<file path="src/pkg/sym_loop_pkg.sv">
// Package of register destinations, field layouts and timing for the symbol loop filter
`default_nettype none
package sym_loop_pkg;
	// ------------------------------------------------------------
	// Destination addresses
	// ------------------------------------------------------------
	localparam logic [7:0] DEST_GAIN_ACQ    = 8'h11;    // Acquisition gain set
	localparam logic [7:0] DEST_GAIN_TRK    = 8'h12;    // Track gain set
	localparam logic [7:0] DEST_LAG_INIT    = 8'h13;    // Lag accumulator load strobe
	// ------------------------------------------------------------
	// Gain field layout
	// ------------------------------------------------------------
	localparam int LEAD_MANT_HI = 17;                   // Lead mantissa MSB
	localparam int LEAD_MANT_LO = 14;                   // Lead mantissa LSB
	localparam int LEAD_EXP_HI  = 13;                   // Lead exponent MSB
	localparam int LEAD_EXP_LO  = 9;                    // Lead exponent LSB
	localparam int LAG_MANT_HI  = 8;                    // Lag mantissa MSB
	localparam int LAG_MANT_LO  = 5;                    // Lag mantissa LSB
	localparam int LAG_EXP_HI   = 4;                    // Lag exponent MSB
	localparam int LAG_EXP_LO   = 0;                    // Lag exponent LSB
	localparam int GAIN_W       = 18;                   // Stored gain bits
	localparam logic [17:0] GAIN_RST = 18'h00000;       // Gain reset value
	// ------------------------------------------------------------
	// Datapath sizes and timing
	// ------------------------------------------------------------
	localparam int ACC_W        = 40;                   // Lag accumulator width
	localparam int ACC_FRAC     = 8;                    // Cleared low bits on load
	localparam int ERR_W        = 16;                   // Sampling error width
	localparam int COMPUTE_CLKS = 8;                    // Clocks per compute cycle
	localparam logic [2:0] PHASE_LAST = 3'h7;           // Last phase of a cycle
	localparam int EXP_BIAS     = 32;                   // Exponent offset
endpackage
`default_nettype wire

</file>
<file path="src/hw/gain_shift.sv">
// Mantissa/exponent scaling of a sampling error into the accumulator format
`timescale 1ns/10ps
`default_nettype none
module gain_shift
(
	input  wire logic signed [15:0] err,   // Signed sampling error
	input  wire logic        [3:0]  mant,  // Fraction bits of 01.xxxx
	input  wire logic        [4:0]  expo,  // Exponent code E
	output logic      signed [39:0] prod   // Scaled term, accumulator scale
);
	// Full product width: error times 5-bit mantissa, left-aligned
	logic signed [21:0] mul;               // err * 1.xxxx in units of 1/16
	logic signed [71:0] wide;              // Product placed above binary point
	logic        [5:0]  rsh;               // Right shift 32-E

	// Mantissa is 1.xxxx so the multiplier is 16 + fraction
	assign mul  = err * $signed({2'b01, mant});
	// Error MSB aligns to NCO word MSB; 8 extra fractional bits kept
	assign wide = {{18{mul[21]}}, mul, 32'h00000000};
	assign rsh  = 6'(sym_loop_pkg::EXP_BIAS) - {1'b0, expo};
	assign prod = 40'((wide >>> rsh) >>> 20);
endmodule // gain_shift
`default_nettype wire

</file>
<file path="src/hw/sym_loop_filter.sv">
// Symbol loop filter gain registers, lag accumulator and its software load
`timescale 1ns/10ps
`default_nettype none
module sym_loop_filter
(
	input  wire logic               core_clk,     // Device clock
	input  wire logic               nrst,         // Async reset, low
	input  wire logic               wr_strobe,    // One-cycle register write
	input  wire logic        [7:0]  wr_dest,      // Destination address
	input  wire logic        [31:0] wr_data,      // Assembled write word
	input  wire logic        [31:0] holding,      // Four holding bytes
	input  wire logic        [31:0] upper_limit,  // Accumulator upper limit
	input  wire logic        [31:0] lower_limit,  // Accumulator lower limit
	input  wire logic               track_mode,   // 1 = track, 0 = acquisition
	input  wire logic signed [15:0] samp_err,     // Sampling error input
	output logic                    load_done_ff, // Load complete status
	output logic      signed [31:0] nco_out_ff,   // Loop filter output
	output logic                    out_valid_ff, // Output strobe
	output logic      signed [39:0] lag_acc_ff    // Lag accumulator
);
	// ------------------------------------------------------------
	// Registers and state
	// ------------------------------------------------------------
	logic [17:0]        gain_acq_ff;     // Acquisition gain set
	logic [17:0]        gain_trk_ff;     // Track gain set
	logic [2:0]         phase_ff;        // Position in compute cycle
	logic               pend_ff;         // Load requested, not yet done
	logic signed [15:0] err_ff;          // Error captured at cycle start
	logic [17:0]        gain_sel;        // Gain set in use
	logic signed [39:0] lead_term;       // Scaled lead error
	logic signed [39:0] lag_term;        // Scaled lag error
	logic signed [40:0] sum;             // Unclamped accumulator sum
	logic signed [40:0] up_ext;          // Upper limit at sum scale
	logic signed [40:0] lo_ext;          // Lower limit at sum scale
	logic signed [39:0] nxt_lag_acc;     // Next accumulator value
	logic signed [40:0] out_sum;         // Lead plus lag
	logic               cyc_start;       // First clock of compute cycle
	logic               init_req;        // Strobe write seen

	assign cyc_start = (phase_ff == 3'h0);
	assign init_req  = wr_strobe && (wr_dest == sym_loop_pkg::DEST_LAG_INIT);

	// ------------------------------------------------------------
	// Gain registers
	// ------------------------------------------------------------
	// Only the 18 defined bits are kept; reserved and unused are dropped
	always_ff @(posedge core_clk or negedge nrst)
	begin
		if (!nrst)
		begin
			gain_acq_ff <= sym_loop_pkg::GAIN_RST;
			gain_trk_ff <= sym_loop_pkg::GAIN_RST;
		end
		else if (wr_strobe && wr_dest == sym_loop_pkg::DEST_GAIN_ACQ)
		begin
			gain_acq_ff <= wr_data[17:0];
		end
		else if (wr_strobe && wr_dest == sym_loop_pkg::DEST_GAIN_TRK)
		begin
			gain_trk_ff <= wr_data[17:0];
		end
	end

	// Mode picks the set
	assign gain_sel = track_mode ? gain_trk_ff : gain_acq_ff;

	// ------------------------------------------------------------
	// Compute cycle sequencer
	// ------------------------------------------------------------
	// Free-running eight clock phase counter
	always_ff @(posedge core_clk or negedge nrst)
	begin
		if (!nrst)
			phase_ff <= 3'h0;
		else
			phase_ff <= phase_ff + 3'h1;
	end

	// Error sampled once per compute cycle
	always_ff @(posedge core_clk or negedge nrst)
	begin
		if (!nrst)
			err_ff <= 16'sh0000;
		else if (cyc_start)
			err_ff <= samp_err;
	end

	// ------------------------------------------------------------
	// Gain scaling
	// ------------------------------------------------------------
	gain_shift u_lead
	(
		.err  (err_ff),
		.mant (gain_sel[sym_loop_pkg::LEAD_MANT_HI:sym_loop_pkg::LEAD_MANT_LO]),
		.expo (gain_sel[sym_loop_pkg::LEAD_EXP_HI:sym_loop_pkg::LEAD_EXP_LO]),
		.prod (lead_term)
	);

	gain_shift u_lag
	(
		.err  (err_ff),
		.mant (gain_sel[sym_loop_pkg::LAG_MANT_HI:sym_loop_pkg::LAG_MANT_LO]),
		.expo (gain_sel[sym_loop_pkg::LAG_EXP_HI:sym_loop_pkg::LAG_EXP_LO]),
		.prod (lag_term)
	);

	// ------------------------------------------------------------
	// Lag accumulator
	// ------------------------------------------------------------
	// Sum and clamp against limits placed above the 8 fraction bits
	always_comb
	begin
		sum    = 41'(lag_acc_ff) + 41'(lag_term);
		// A concatenation is unsigned, so sign is applied before widening
		up_ext = 41'($signed({upper_limit, 8'h00}));
		lo_ext = 41'($signed({lower_limit, 8'h00}));
		if (sum > up_ext)
			nxt_lag_acc = {upper_limit, 8'h00};
		else if (sum < lo_ext)
			nxt_lag_acc = {lower_limit, 8'h00};
		else
			nxt_lag_acc = sum[39:0];
	end

	// Load wins over accumulation on the last phase of a compute cycle
	always_ff @(posedge core_clk or negedge nrst)
	begin
		if (!nrst)
			lag_acc_ff <= 40'sh0000000000;
		else if (phase_ff == sym_loop_pkg::PHASE_LAST)
		begin
			if (pend_ff)
				lag_acc_ff <= {holding, 8'h00};
			else
				lag_acc_ff <= nxt_lag_acc;
		end
	end

	// ------------------------------------------------------------
	// Load request and completion status
	// ------------------------------------------------------------
	// Pending until the load edge; a new strobe on that edge re-arms
	always_ff @(posedge core_clk or negedge nrst)
	begin
		if (!nrst)
			pend_ff <= 1'b0;
		else if (init_req)
			pend_ff <= 1'b1;
		else if (phase_ff == sym_loop_pkg::PHASE_LAST)
			pend_ff <= 1'b0;
	end

	// Done flag drops on request, rises once the load happened
	always_ff @(posedge core_clk or negedge nrst)
	begin
		if (!nrst)
			load_done_ff <= 1'b1;
		else if (init_req)
			load_done_ff <= 1'b0;
		else if (pend_ff && phase_ff == sym_loop_pkg::PHASE_LAST)
			load_done_ff <= 1'b1;
	end

	// ------------------------------------------------------------
	// Filter output
	// ------------------------------------------------------------
	assign out_sum = 41'(lead_term) + 41'(lag_acc_ff);

	// Output word is the upper 32 bits of lead plus lag
	always_ff @(posedge core_clk or negedge nrst)
	begin
		if (!nrst)
		begin
			nco_out_ff   <= 32'sh00000000;
			out_valid_ff <= 1'b0;
		end
		else
		begin
			out_valid_ff <= (phase_ff == sym_loop_pkg::PHASE_LAST);
			if (phase_ff == sym_loop_pkg::PHASE_LAST)
				nco_out_ff <= out_sum[39:8];
		end
	end

	// ------------------------------------------------------------
	// Checks
	// ------------------------------------------------------------
	a_load_fills_acc: assert property (@(posedge core_clk) disable iff (!nrst)
		(pend_ff && phase_ff == sym_loop_pkg::PHASE_LAST && !init_req)
		|=> (lag_acc_ff == {$past(holding), 8'h00}))
		else $error("lag accumulator load wrong");
	// A strobe taken on the phase 7 edge waits a whole compute cycle
	a_load_within_cycle: assert property (@(posedge core_clk) disable iff (!nrst)
		init_req |=> ##[0:8] (load_done_ff || init_req))
		else $error("load not done within compute cycle");
	a_done_drops: assert property (@(posedge core_clk) disable iff (!nrst)
		init_req |=> !load_done_ff)
		else $error("done flag did not clear");
	a_eight_clk_cycle: assert property (@(posedge core_clk) disable iff (!nrst)
		out_valid_ff |=> !out_valid_ff [*7] ##1 out_valid_ff)
		else $error("compute cycle not eight clocks");
	a_acc_upper: assert property (@(posedge core_clk) disable iff (!nrst)
		($past(phase_ff) == sym_loop_pkg::PHASE_LAST && !$past(pend_ff)
		&& $past(sum) > $past(up_ext)) |-> lag_acc_ff == {$past(upper_limit), 8'h00})
		else $error("upper clamp failed");
	a_acc_holds: assert property (@(posedge core_clk) disable iff (!nrst)
		(phase_ff != sym_loop_pkg::PHASE_LAST) |=> $stable(lag_acc_ff))
		else $error("accumulator moved mid cycle");
	a_gain_mode: assert property (@(posedge core_clk) disable iff (!nrst)
		track_mode |-> gain_sel == gain_trk_ff)
		else $error("wrong gain set");
	a_trk_gain_write: assert property (@(posedge core_clk) disable iff (!nrst)
		(wr_strobe && wr_dest == sym_loop_pkg::DEST_GAIN_TRK) |=> gain_trk_ff == $past(wr_data[17:0]))
		else $error("track gain write lost");
	a_out_sum: assert property (@(posedge core_clk) disable iff (!nrst)
		out_valid_ff |-> nco_out_ff == $past(out_sum[39:8]))
		else $error("output sum wrong");
endmodule // sym_loop_filter
`default_nettype wire

</file>
<file path="config.mk">
export PLATFORM = sky130hd
export DESIGN_NAME = sym_loop_filter
export DESIGN_NICKNAME = d
export VERILOG_FILES = /design/src/pkg/sym_loop_pkg.sv /design/src/hw/gain_shift.sv /design/src/hw/sym_loop_filter.sv
export SDC_FILE = /design/constraint.sdc
export NUM_CORES = 1
export LEC_CHECK = 0
export ABC_CLOCK_PERIOD_IN_PS = 14400
export BUFFER_PORTS_ARGS = -buffer_cell sky130_fd_sc_hd__buf_2
export CAP_MARGIN = 20
export CORE_ASPECT_RATIO = 2
export CORE_MARGIN = 2
export CORE_UTILIZATION = 43
export DETAILED_ROUTE_END_ITERATION = 7
export PLACE_DENSITY = 0.69
export SKIP_LAST_GASP = 1
export SYNTH_ARGS = -nofsm -noshare
export SYNTH_HDL_FRONTEND = slang
export SYNTH_HIERARCHICAL = 1
export SYNTH_SLANG_ARGS = --single-unit
</file>
<file path="constraint.sdc">
create_clock -name core_clk -period 14.4 [get_ports core_clk]
set_input_delay 1.44 -clock core_clk [delete_from_list [all_inputs] [get_ports core_clk]]
set_output_delay 1.44 -clock core_clk [all_outputs]
set_load 0.005 [all_outputs]
</file>
==> results of run 1 <==
## cell usage after synthesis, types with 36 or more instances
cell,n
o21ai_0,130
nor3_1,50
nand2_1,186
inv_1,237
nand3_1,57
xnor2_1,57
dfrtp_1,129
ha_1,226
nand4_1,36
and2_1,132
mux2_2,98
nor2_1,148
xor2_1,38
clkbuf_1,93
fa_1,99
a21oi_1,207
a21o_1,66
## final timing paths
path | startpoint | endpoint | slack, ns | cells past startpoint
hold reg to reg | phase_ff[0] | phase_ff[0] | 0.46 | 1
setup / recovery | track_mode | lag_acc_ff[19] | 1.49 | 39
setup reg to reg | gain_trk_ff[7] | lag_acc_ff[19] | 2.47 | 38
hold / removal | phase_ff[0] | phase_ff[0] | 0.46 | 1
min in group asynchronous | nrst | lag_acc_ff[22] | 0.99 | 1
max in group asynchronous | nrst | nco_out_ff[18] | 12.13 | 2
## per-layer routing
metal / vias to the layer above / track usage (%) / share of wire (%)
li1: 9785 / - / -
met2: 820 / 56.41 / 51
met4: 2 / 28.14 / 11
met1: 10150 / 30.31 / 33
met3: 288 / 4.056 / 4.6
met5: - / 0 / 0.015
## layout make-up
| cell class | instances | area [um^2] | area share (%) |
|---|---|---|---|
| well taps | 649 | 812.0 | 3.400 |
| clock inverters | 12 | 157.7 | 0.6600 |
| multi-input cells | 2115 | 16940 | 70.92 |
| clock buffers | 20 | 446.7 | 1.870 |
| flip-flops and latches | 130 | 3256 | 13.63 |
| diodes | 1 | 2.502 | 0.01048 |
| inverters | 240 | 903.4 | 3.782 |
| repair buffers | 251 | 1368 | 5.725 |
## critical path, delay by kind of cell
kind	cells	cell delay, ns
AO/OA/AOI/OAI	17	5.71
adder cells (fa/ha/maj)	6	2.42
AND/OR/NAND/NOR	6	1.43
multiplexers	3	1.06
buffers and inverters	5	0.73
XOR/XNOR	2	0.41
## flip-flops by register name (all words and copies together) (netlist names)
name	flops
lag_acc_ff	40
nco_out_ff	32
gain_acq_ff	18
gain_trk_ff	18
err_ff	16
phase_ff	3
load_done_ff	1
out_valid_ff	1
pend_ff	1
## kinds of logic after synthesis
family          Yosys count
buf+inv                 380
compound gates          780
simple gates            773
flops                   130
fa+ha+maj               325
xor+xnor                 98
mux                     139
## placed cells by master (no fill, tap or decap), drive strengths merged, types with 37 or more instances in the layout
master and n:
a211oi 37, a21o 66, a21oi 209, and2 134, buf 251, dfrtp 129, fa 99, ha 226
inv 239, mux2 99, nand2 186, nand3 58, nor2 151, nor3 53, o21ai 147, xnor2 58
xor2 40
## report_power, final
part	internal, mW	switching, mW
clock	0.278	0.208
combinational	1.36	2.22
sequential	0.465	0.216
total	2.10	2.64
## metrics by stage
step / total power [mW] / hold slack, ns / worst slack [ns] / area [um^2]
after CTS: 4.688 / 0.4650 / 1.636 / 23880
after floorplan: 3.023 / 0.4182 / 3.447 / 21680
final: 4.741 / 0.4612 / 1.492 / 23890
after global routing: 5.094 / 0.4913 / 1.130 / 23880
after global placement: 4.108 / 0.4294 / 1.336 / 23250
after detailed placement: 4.180 / 0.4557 / 1.217 / 23280
==> impl_metrics.csv, run 1 <==
group,metric,value,unit
synthesis,synth_top_area_cell,"dfrtp_1",
timing,rsz0062_at_grt,"false",
synthesis,synth_top_area_share,14.89,%
cells_and_area,num-nets-final,3236,
cts,post_cts_buffers,0,
synthesis,synthFlopType,"dfrtp_1",
cells_and_area,drive_above_1_share,17.49,%
cts,clk_latency,0.46,ns
cts,clockBufferDepth,2,
cells_and_area,area_growth,10.18,%
route,dr.pass1.iters,5,
timing,slew_violations,0,
critical_path,cp_data_required_time,14.74,ns
power_and_ir_drop,powerDensity,198.5,nW/um^2
route,drtAntennaViolNets,0,
grt,antenna_found_initial,3,
synthesis,synth_nets,3106,
placement,port_buffers,215,
run_status,outcome,"completed",
cts,root_buffer,"clkbuf_16",
cts,cts_resized,0,
synthesis,synth-simple-area-share,18.49,%
job,maxCapViolCount,0,
timing,max_slew_margin,32.86,%
critical_path,path_class,"input port to flip-flop",
cts,cts_sinks,130,
synthesis,synth_compound_area_share,25.34,%
timing,setup_viol,0,
critical_path,critical_path_peak_fanout,17,
min_path,hold_path_class,"flip-flop to flip-flop",
floorplan,coreArea,49930,um^2
floorplan,die_h,321.5,um
timing,tightest_slew,1.003,ns
timing,timing.final.hold_violations,0,
synthesis,avgSynthCellArea,8.259,um^2
placement,dpl.hpwl,66570,um
synthesis,synthesis.area,21680,um^2
cts,cts_made_buffers,17,
synthesis,yosysWarnings,6,
synthesis,synth_top_family_by_area,"compound AO/OA/AOI/OAI gates",
timing,fmax,77.47,MHz
critical_path,crit_path_max_incr_delay,0.75,ns
synthesis,synth_edf_count,0,
synthesis,syn_inst,2625,
floorplan,die-area,52340,um^2
critical_path,crit_path_start_kind,"input port",
cts,cts_hold_buf,0,
synthesis,async_flop_share,100.0,%
route,vias,21050,
floorplan,start_util,43.42,%
cts,cts_tree,"built",
placement,place_inst,3385,
grt,grt_start_max_net_pins,83,
synthesis,ys_ff_latch,130,
route,wl_per_cell,23.75,um
floorplan,design.portCount,230,
synthesis,yosysUniqueCellTypes,119,
critical_path,critPathSlowestCell,"a222oi_1",
cells_and_area,fin_util,47.84,%
critical_path,worstPathArrival,13.25,ns
route,viasPerCell,6.158,
grt,grt_usage,31.15,%
route,routed_wirelength,81170,um
grt,grt_pass1_vias,21540,
timing,finClkSkew,0.02369,ns
cells_and_area,fillers,4920,
synthesis,synth_seq_area_share,15.01,%
floorplan,die_w,162.8,um
route,drtIter0Drc,1291,
synthesis,synthAdderAreaFrac,22.19,%
synthesis,synth_xor_area_share,4.115,%
placement,gp_congestion,1.024,
power_and_ir_drop,power_leakage,11.21,nW
floorplan,rows,116,
timing,min_period_over_period,89.64,%
cells_and_area,final_cell_count_no_fill,3418,
synthesis,synthMuxAreaShare,7.682,%
cts,htreeDepth,4,
power_and_ir_drop,ir_drop,0.1524,mV
grt,grt_pass1_wl,124500,um
timing,tns,0,ns
synthesis,synth.area.top_cells,"dfrtp_1 15%, ha_1 13%, fa_1 9.1%",
cts,clk_pin_slew,0.07,ns
route,drc,0,
critical_path,critPathCaptureType,"flip-flop",
timing,fin_crit,12.91,ns
grt,overflow,0,
Power figures use the tool's default switching activity.
==> inputs of run 2 (changes only) <==
--- a/config.mk
+++ b/config.mk
@@ -10,9 +10,9 @@
 export CAP_MARGIN = 20
 export CORE_ASPECT_RATIO = 2
 export CORE_MARGIN = 2
-export CORE_UTILIZATION = 43
+export CORE_UTILIZATION = 30
 export DETAILED_ROUTE_END_ITERATION = 7
-export PLACE_DENSITY = 0.69
+export PLACE_DENSITY = 0.54
 export SKIP_LAST_GASP = 1
 export SYNTH_ARGS = -nofsm -noshare
 export SYNTH_HDL_FRONTEND = slang
==> run 2 against run 1 <==
Sequential power fell by 3.4%. Clock power fell by 3%. Register-to-register slack got worse by 0.10 ns. Largest cell class unchanged. Core utilization fell by 14 points. Non-clock buffer count rose by 9. Sequential share of layout area fell by 0.22 points. Combinational power barely moved. Critical path type unchanged. Critical path depth rose by 2. Count of clock-buffer cells in the layout fell by 2. Via count fell by 1.5%. Hold slack got worse by 0.019 ns.
==> impl_metrics.csv, run 2 (synthesized netlist as in run 1, its figures left out) <==
group,metric,value,unit
floorplan,die-area,74560,um^2
route,dr.pass1.iters,6,
route,routed.top_layer,"met4",
cts,post_cts_buffers,0,
critical_path,critPathCaptureType,"flip-flop",
timing,tightest_slew,0.9548,ns
route,viasPerCell,5.608,
cells_and_area,fillers,7754,
timing,timing.final.hold_violations,0,
power_and_ir_drop,ir_drop,0.1256,mV
placement,port_buffers,215,
critical_path,worst_path_most_repeated_cell,"ha_1",
timing,fin_crit,13.05,ns
placement,dp_slack,1.091,ns
power_and_ir_drop,sw_frac_of_total,55.70,%
timing,min_period_over_period,90.63,%
cells_and_area,multi_input_area,16940,um^2
cts,cts_sinks,130,
cells_and_area,drive_above_1_share,17.82,%
cts,htreeDepth,4,
route,routed_wirelength,82200,um
critical_path,path_class,"input port to flip-flop",
min_path,hold_end,"phase_ff[0]",
min_path,holdCritStartpoint,"phase_ff[0]",
cells_and_area,fin_util,33.88,%
grt,grt_pass1_wl,124500,um
critical_path,cp_data_required_time,14.72,ns
floorplan,rows,139,
cts,clk_pin_slew,0.08,ns
cells_and_area,final_cell_count_no_fill,3696,
critical_path,critical_path_peak_fanout,47,
cts,cts_tree,"built",
cells_and_area,final_cell_mix,"237 x inv_1, 225 x ha_1, 214 x buf_2",
cts,cts_made_buffers,17,
cells_and_area,regMostFlops,"lag_acc_ff",
run_status,outcome,"completed",
grt,grt_start_max_net_pins,72,
power_and_ir_drop,switchingPower,2.625,mW
placement,place_inst,3661,
route,drt-met1-wl,28580,um
floorplan,start_util,30.26,%
cts,cts_resized,0,
power_and_ir_drop,power,4.712,mW
timing,tns,0,ns
route,wl_met2,42170,um
critical_path,worstPathArrival,13.37,ns
grt,grt_pass1_vias,21080,
floorplan,design.portCount,230,
min_path,min_path_cells,1,
power_and_ir_drop,power_leakage,11.26,nW
critical_path,r2r_setup_slack,2.37,ns
floorplan,coreArea,71650,um^2
min_path,hold_path_class,"flip-flop to flip-flop",
cells_and_area,largestRegisters,"lag_acc_ff (40), nco_out_ff (32)",
cells_and_area,postLayoutCellArea,24280,um^2
critical_path,crit_path_start_kind,"input port",
timing,max_slew_margin,36.11,%
route,drtIter0Drc,1229,
route,drc,0,
power_and_ir_drop,pwr-share-clk,10.0,%
timing,fmax,76.62,MHz
route,drtAntennaViolNets,0,
grt,grt_usage,21.76,%
timing,rsz0062_at_grt,"false",
cells_and_area,layout_commonest_cell,"inv_1",
power_and_ir_drop,powerDensity,194.1,nW/um^2
cts,cts_hold_buf,0,
cts,clockBufferDepth,2,
cells_and_area,num-nets-final,3245,
timing,setup_viol,0,
power_and_ir_drop,p_int,2.088,mW
timing,slew_violations,0,
floorplan,die_w,194.1,um
placement,gp_congestion,0.9705,
power_and_ir_drop,combinationalPowerShare,76.0,%
cells_and_area,largest_register_ff_count,40,
power_and_ir_drop,power_frac_seq,14.0,%
cts,clk_latency,0.47,ns
critical_path,critPathSlowestCell,"a221oi_1",
critical_path,worstReg2RegStart,"gain_acq_ff[7]",
job,maxCapViolCount,0,
placement,placed_area,23660,um^2
critical_path,r2r_end,"lag_acc_ff[34]",
cts,root_buffer,"clkbuf_16",
timing,hold_slack,0.4421,ns
route,dr_wl_met3,3113,um
timing,finClkSkew,0.02052,ns
floorplan,die_h,384.2,um
timing,worst_slack,1.349,ns
critical_path,crit_path_max_incr_delay,0.62,ns
critical_path,r2r_cells,39,
grt,overflow,0,
route,vias,20730,
cells_and_area,final-seq-area,3256,um^2
cells_and_area,area_growth,11.98,%
route,wl_per_cell,22.24,um
grt,antenna_found_initial,2,
placement,dpl.hpwl,67930,um
run 2: cell count changes in the layout (fill, tap and decap cells not counted), moves of 2 or more:
cell        delta
diode_2        +2
xor2_2         +2
buf_8          -2
buf_4         +11
clkinvlp_4     -2
inv_6          +3
run 2: critical path, delay by kind of cell:
family / cells / cell delay (ns)
buffers and inverters: 6 / 1.21
adder cells (fa/ha/maj): 6 / 2.32
AO/OA/AOI/OAI: 16 / 5.44
XOR/XNOR: 1 / 0.40
multiplexers: 3 / 1.06
AND/OR/NAND/NOR: 9 / 1.45
run 2: power by group through the flow:
stage,sequential (mW),combinational (mW),clock (mW)
global route,0.661,3.94,0.494
floorplan,0.560,2.46,0
detailed placement,0.661,3.52,0
CTS,0.655,3.55,0.485
finish,0.658,3.58,0.473
global placement,0.662,3.51,0
run 2: how the worst max path moves through the flow:
stage,to,depth (start not counted),from,slack (ns)
6_report,lag_acc_ff[34],41,track_mode,1.35
4_1_cts,lag_acc_ff[34],41,track_mode,1.54
5_1_grt,lag_acc_ff[34],42,track_mode,1.01
3_3_place_gp,lag_acc_ff[34],41,track_mode,1.12
3_5_place_dp,lag_acc_ff[34],41,track_mode,1.09
2_1_floorplan,lag_acc_ff[10],42,track_mode,3.45
run 2: layer usage:
metal | global-route usage, % | vias to the layer above
li1 | - | 9804
met1 | 20.88 | 9995
met2 | 40.23 | 692
met3 | 2.701 | 238
met4 | 19.89 | 0
met5 | 0 | -
run 2: layout make-up:
cell class	instances	share of cell area (%)
flip-flops and latches	130	13.41
diodes	3	0.03092
multi-input cells	2115	69.77
repair buffers	260	5.850
well taps	916	4.721
clock buffers	18	1.768
inverters	240	3.721
clock inverters	14	0.7267
==> inputs of run 3 (changes only) <==
--- a/config.mk
+++ b/config.mk
@@ -9,7 +9,6 @@
 export BUFFER_PORTS_ARGS = -buffer_cell sky130_fd_sc_hd__buf_2
 export CAP_MARGIN = 20
 export CORE_ASPECT_RATIO = 2
-export CORE_MARGIN = 2
 export CORE_UTILIZATION = 30
 export DETAILED_ROUTE_END_ITERATION = 7
 export PLACE_DENSITY = 0.54
==> run 3 against run 2 <==
Non-clock buffer count up 11. Wire length grew 2.4%. Cell count up 0.22%. Sequential share of layout area hardly changed. Core utilization is essentially flat. Count of clock-buffer cells in the layout unchanged. First-iteration DRC count fell by 17%. Sequential power is essentially flat. Critical path depth is 1 higher. Fmax fell by 0.38%. Critical path type unchanged. Largest power group unchanged.
==> impl_metrics.csv, run 3 (synthesized netlist as in run 1, its figures left out) <==
group,metric,value,unit
timing,setup_viol,0,
route,drc,0,
run_status,outcome,"completed",
job,maxCapViolCount,0,
route,routed_wirelength,84200,um
timing,slew_violations,0,
timing,finClkSkew,0.02016,ns
timing,tightest_slew,1.146,ns
timing,tns,0,ns
cells_and_area,area_growth,12.06,%
cells_and_area,fin_util,33.90,%
power_and_ir_drop,power,4.724,mW
power_and_ir_drop,power_leakage,11.28,nW
route,drtIter0Drc,1020,
min_path,hold_path_class,"flip-flop to flip-flop",
power_and_ir_drop,power_frac_seq,13.9,%
cells_and_area,fillers,7801,
cells_and_area,largest_register_ff_count,40,
floorplan,coreArea,71650,um^2
cells_and_area,final_cell_mix,"237 x inv_1, 225 x ha_1, 214 x buf_2",
grt,grt_pass1_wl,127100,um
cells_and_area,drive_above_1_share,18.15,%
power_and_ir_drop,combinationalPowerShare,76.8,%
critical_path,crit_path_start_kind,"input port",
floorplan,start_util,30.26,%
cells_and_area,postLayoutCellArea,24290,um^2
cts,cts_tree,"built",
cts,cts_made_buffers,17,
cts,htreeDepth,4,
timing,fmax,76.33,MHz
cts,clk_latency,0.48,ns
power_and_ir_drop,powerDensity,194.4,nW/um^2
critical_path,cp_num_buf_inv,7,
critical_path,path_class,"input port to flip-flop",
critical_path,cp_data_required_time,14.74,ns
cts,clk_pin_slew,0.07,ns
route,drtAntennaViolNets,0,
floorplan,die-area,73410,um^2
floorplan,die_h,382.2,um
power_and_ir_drop,pwr-share-clk,9.4,%
critical_path,crit_path_max_incr_delay,0.96,ns
placement,placed_area,23750,um^2
critical_path,critical_path_peak_fanout,46,
cells_and_area,num-nets-final,3256,
timing,rsz0062_at_grt,"false",
grt,antenna_found_initial,2,
power_and_ir_drop,switchingPower,2.659,mW
placement,gp_congestion,0.9812,
cells_and_area,antenna_cells,0,
timing,timing.final.hold_violations,0,
cts,cts_sinks,130,
grt,overflow,0,
cts,cts_resized,0,
critical_path,critPathCaptureType,"flip-flop",
route,vias,20820,
timing,max_slew_margin,22.86,%
critical_path,critPathSlowestCell,"nor4_1",
critical_path,r2r_setup_slack,2.34,ns
critical_path,worst_path_dominant_cell_family,"compound AO/OA/AOI/OAI gates",
critical_path,worstPathArrival,13.44,ns
cts,cts_hold_buf,0,
power_and_ir_drop,p_int,2.065,mW
timing,fin_crit,13.10,ns
placement,dpl.hpwl,69450,um
timing,min_period_over_period,90.98,%
route,wl_per_cell,22.73,um
route,dr.pass1.iters,5,
route,viasPerCell,5.621,
floorplan,rows,139,
cts,clockBufferDepth,2,
cts,post_cts_buffers,0,
cts,root_buffer,"clkbuf_16",
cells_and_area,layout_commonest_cell,"inv_1",
floorplan,design.portCount,230,
cells_and_area,regMostFlops,"lag_acc_ff",
placement,port_buffers,215,
power_and_ir_drop,ir_drop,0.1239,mV
grt,grt_usage,23.11,%
grt,grt_start_max_net_pins,64,
power_and_ir_drop,sw_frac_of_total,56.28,%
floorplan,die_w,192.1,um
cells_and_area,largestRegisters,"lag_acc_ff (40), nco_out_ff (32)",
grt,grt_pass1_vias,21390,
==> run 3: power by group through the flow <==
stage               Combinational, mW  Sequential (mW)  Clock [mW]
finish                           3.63            0.655       0.443
global route                     3.97            0.658       0.464
CTS                              3.59            0.652       0.456
detailed placement               3.57            0.657           0
global placement                 3.56            0.659           0
floorplan                        2.46            0.560           0
==> run 3: path summary, 6_finish.rpt <==
| check | start | to | cells past startpoint |
|---|---|---|---|
| max reg2reg | gain_acq_ff[7] | lag_acc_ff[39] | 40 |
| min | phase_ff[0] | phase_ff[0] | 1 |
| max | track_mode | lag_acc_ff[39] | 42 |
| min reg2reg | phase_ff[0] | phase_ff[0] | 1 |
| min in group asynchronous | nrst | nco_out_ff[6] | 1 |
| max in group asynchronous | nrst | lag_acc_ff[14] | 3 |
==> run 3: area by class of cell <==
type | instances | area (um^2) | share of cell area, %
Multi-Input combinational cell | 2115 | 16940 | 69.72
Timing Repair Buffer | 271 | 1503 | 6.186
Inverter | 240 | 903.4 | 3.719
Clock buffer | 18 | 429.2 | 1.767
Sequential cell | 130 | 3256 | 13.40
Tap cell | 916 | 1146 | 4.718
Clock inverter | 14 | 118.9 | 0.4893
==> run 3: layer usage <==
layer  part of all wire, %  global-route usage, %
met1                    34                  21.78
met2                    52                  42.57
met3                   4.3                  3.493
met4                    10                  20.18
met5                 0.026                      0
==> run 3: through the flow <==
| step | setup slack (ns) | cells | hold slack [ns] |
|---|---|---|---|
| floorplan | 3.447 | 2625 | 0.4182 |
| global placement | 1.006 | 3672 | 0.4299 |
| detailed placement | 0.9399 | 3672 | 0.4411 |
| CTS | 1.431 | 3704 | 0.4522 |
| global route | 0.7702 | 3704 | 0.4781 |
| finish | 1.299 | 3704 | 0.4458 |
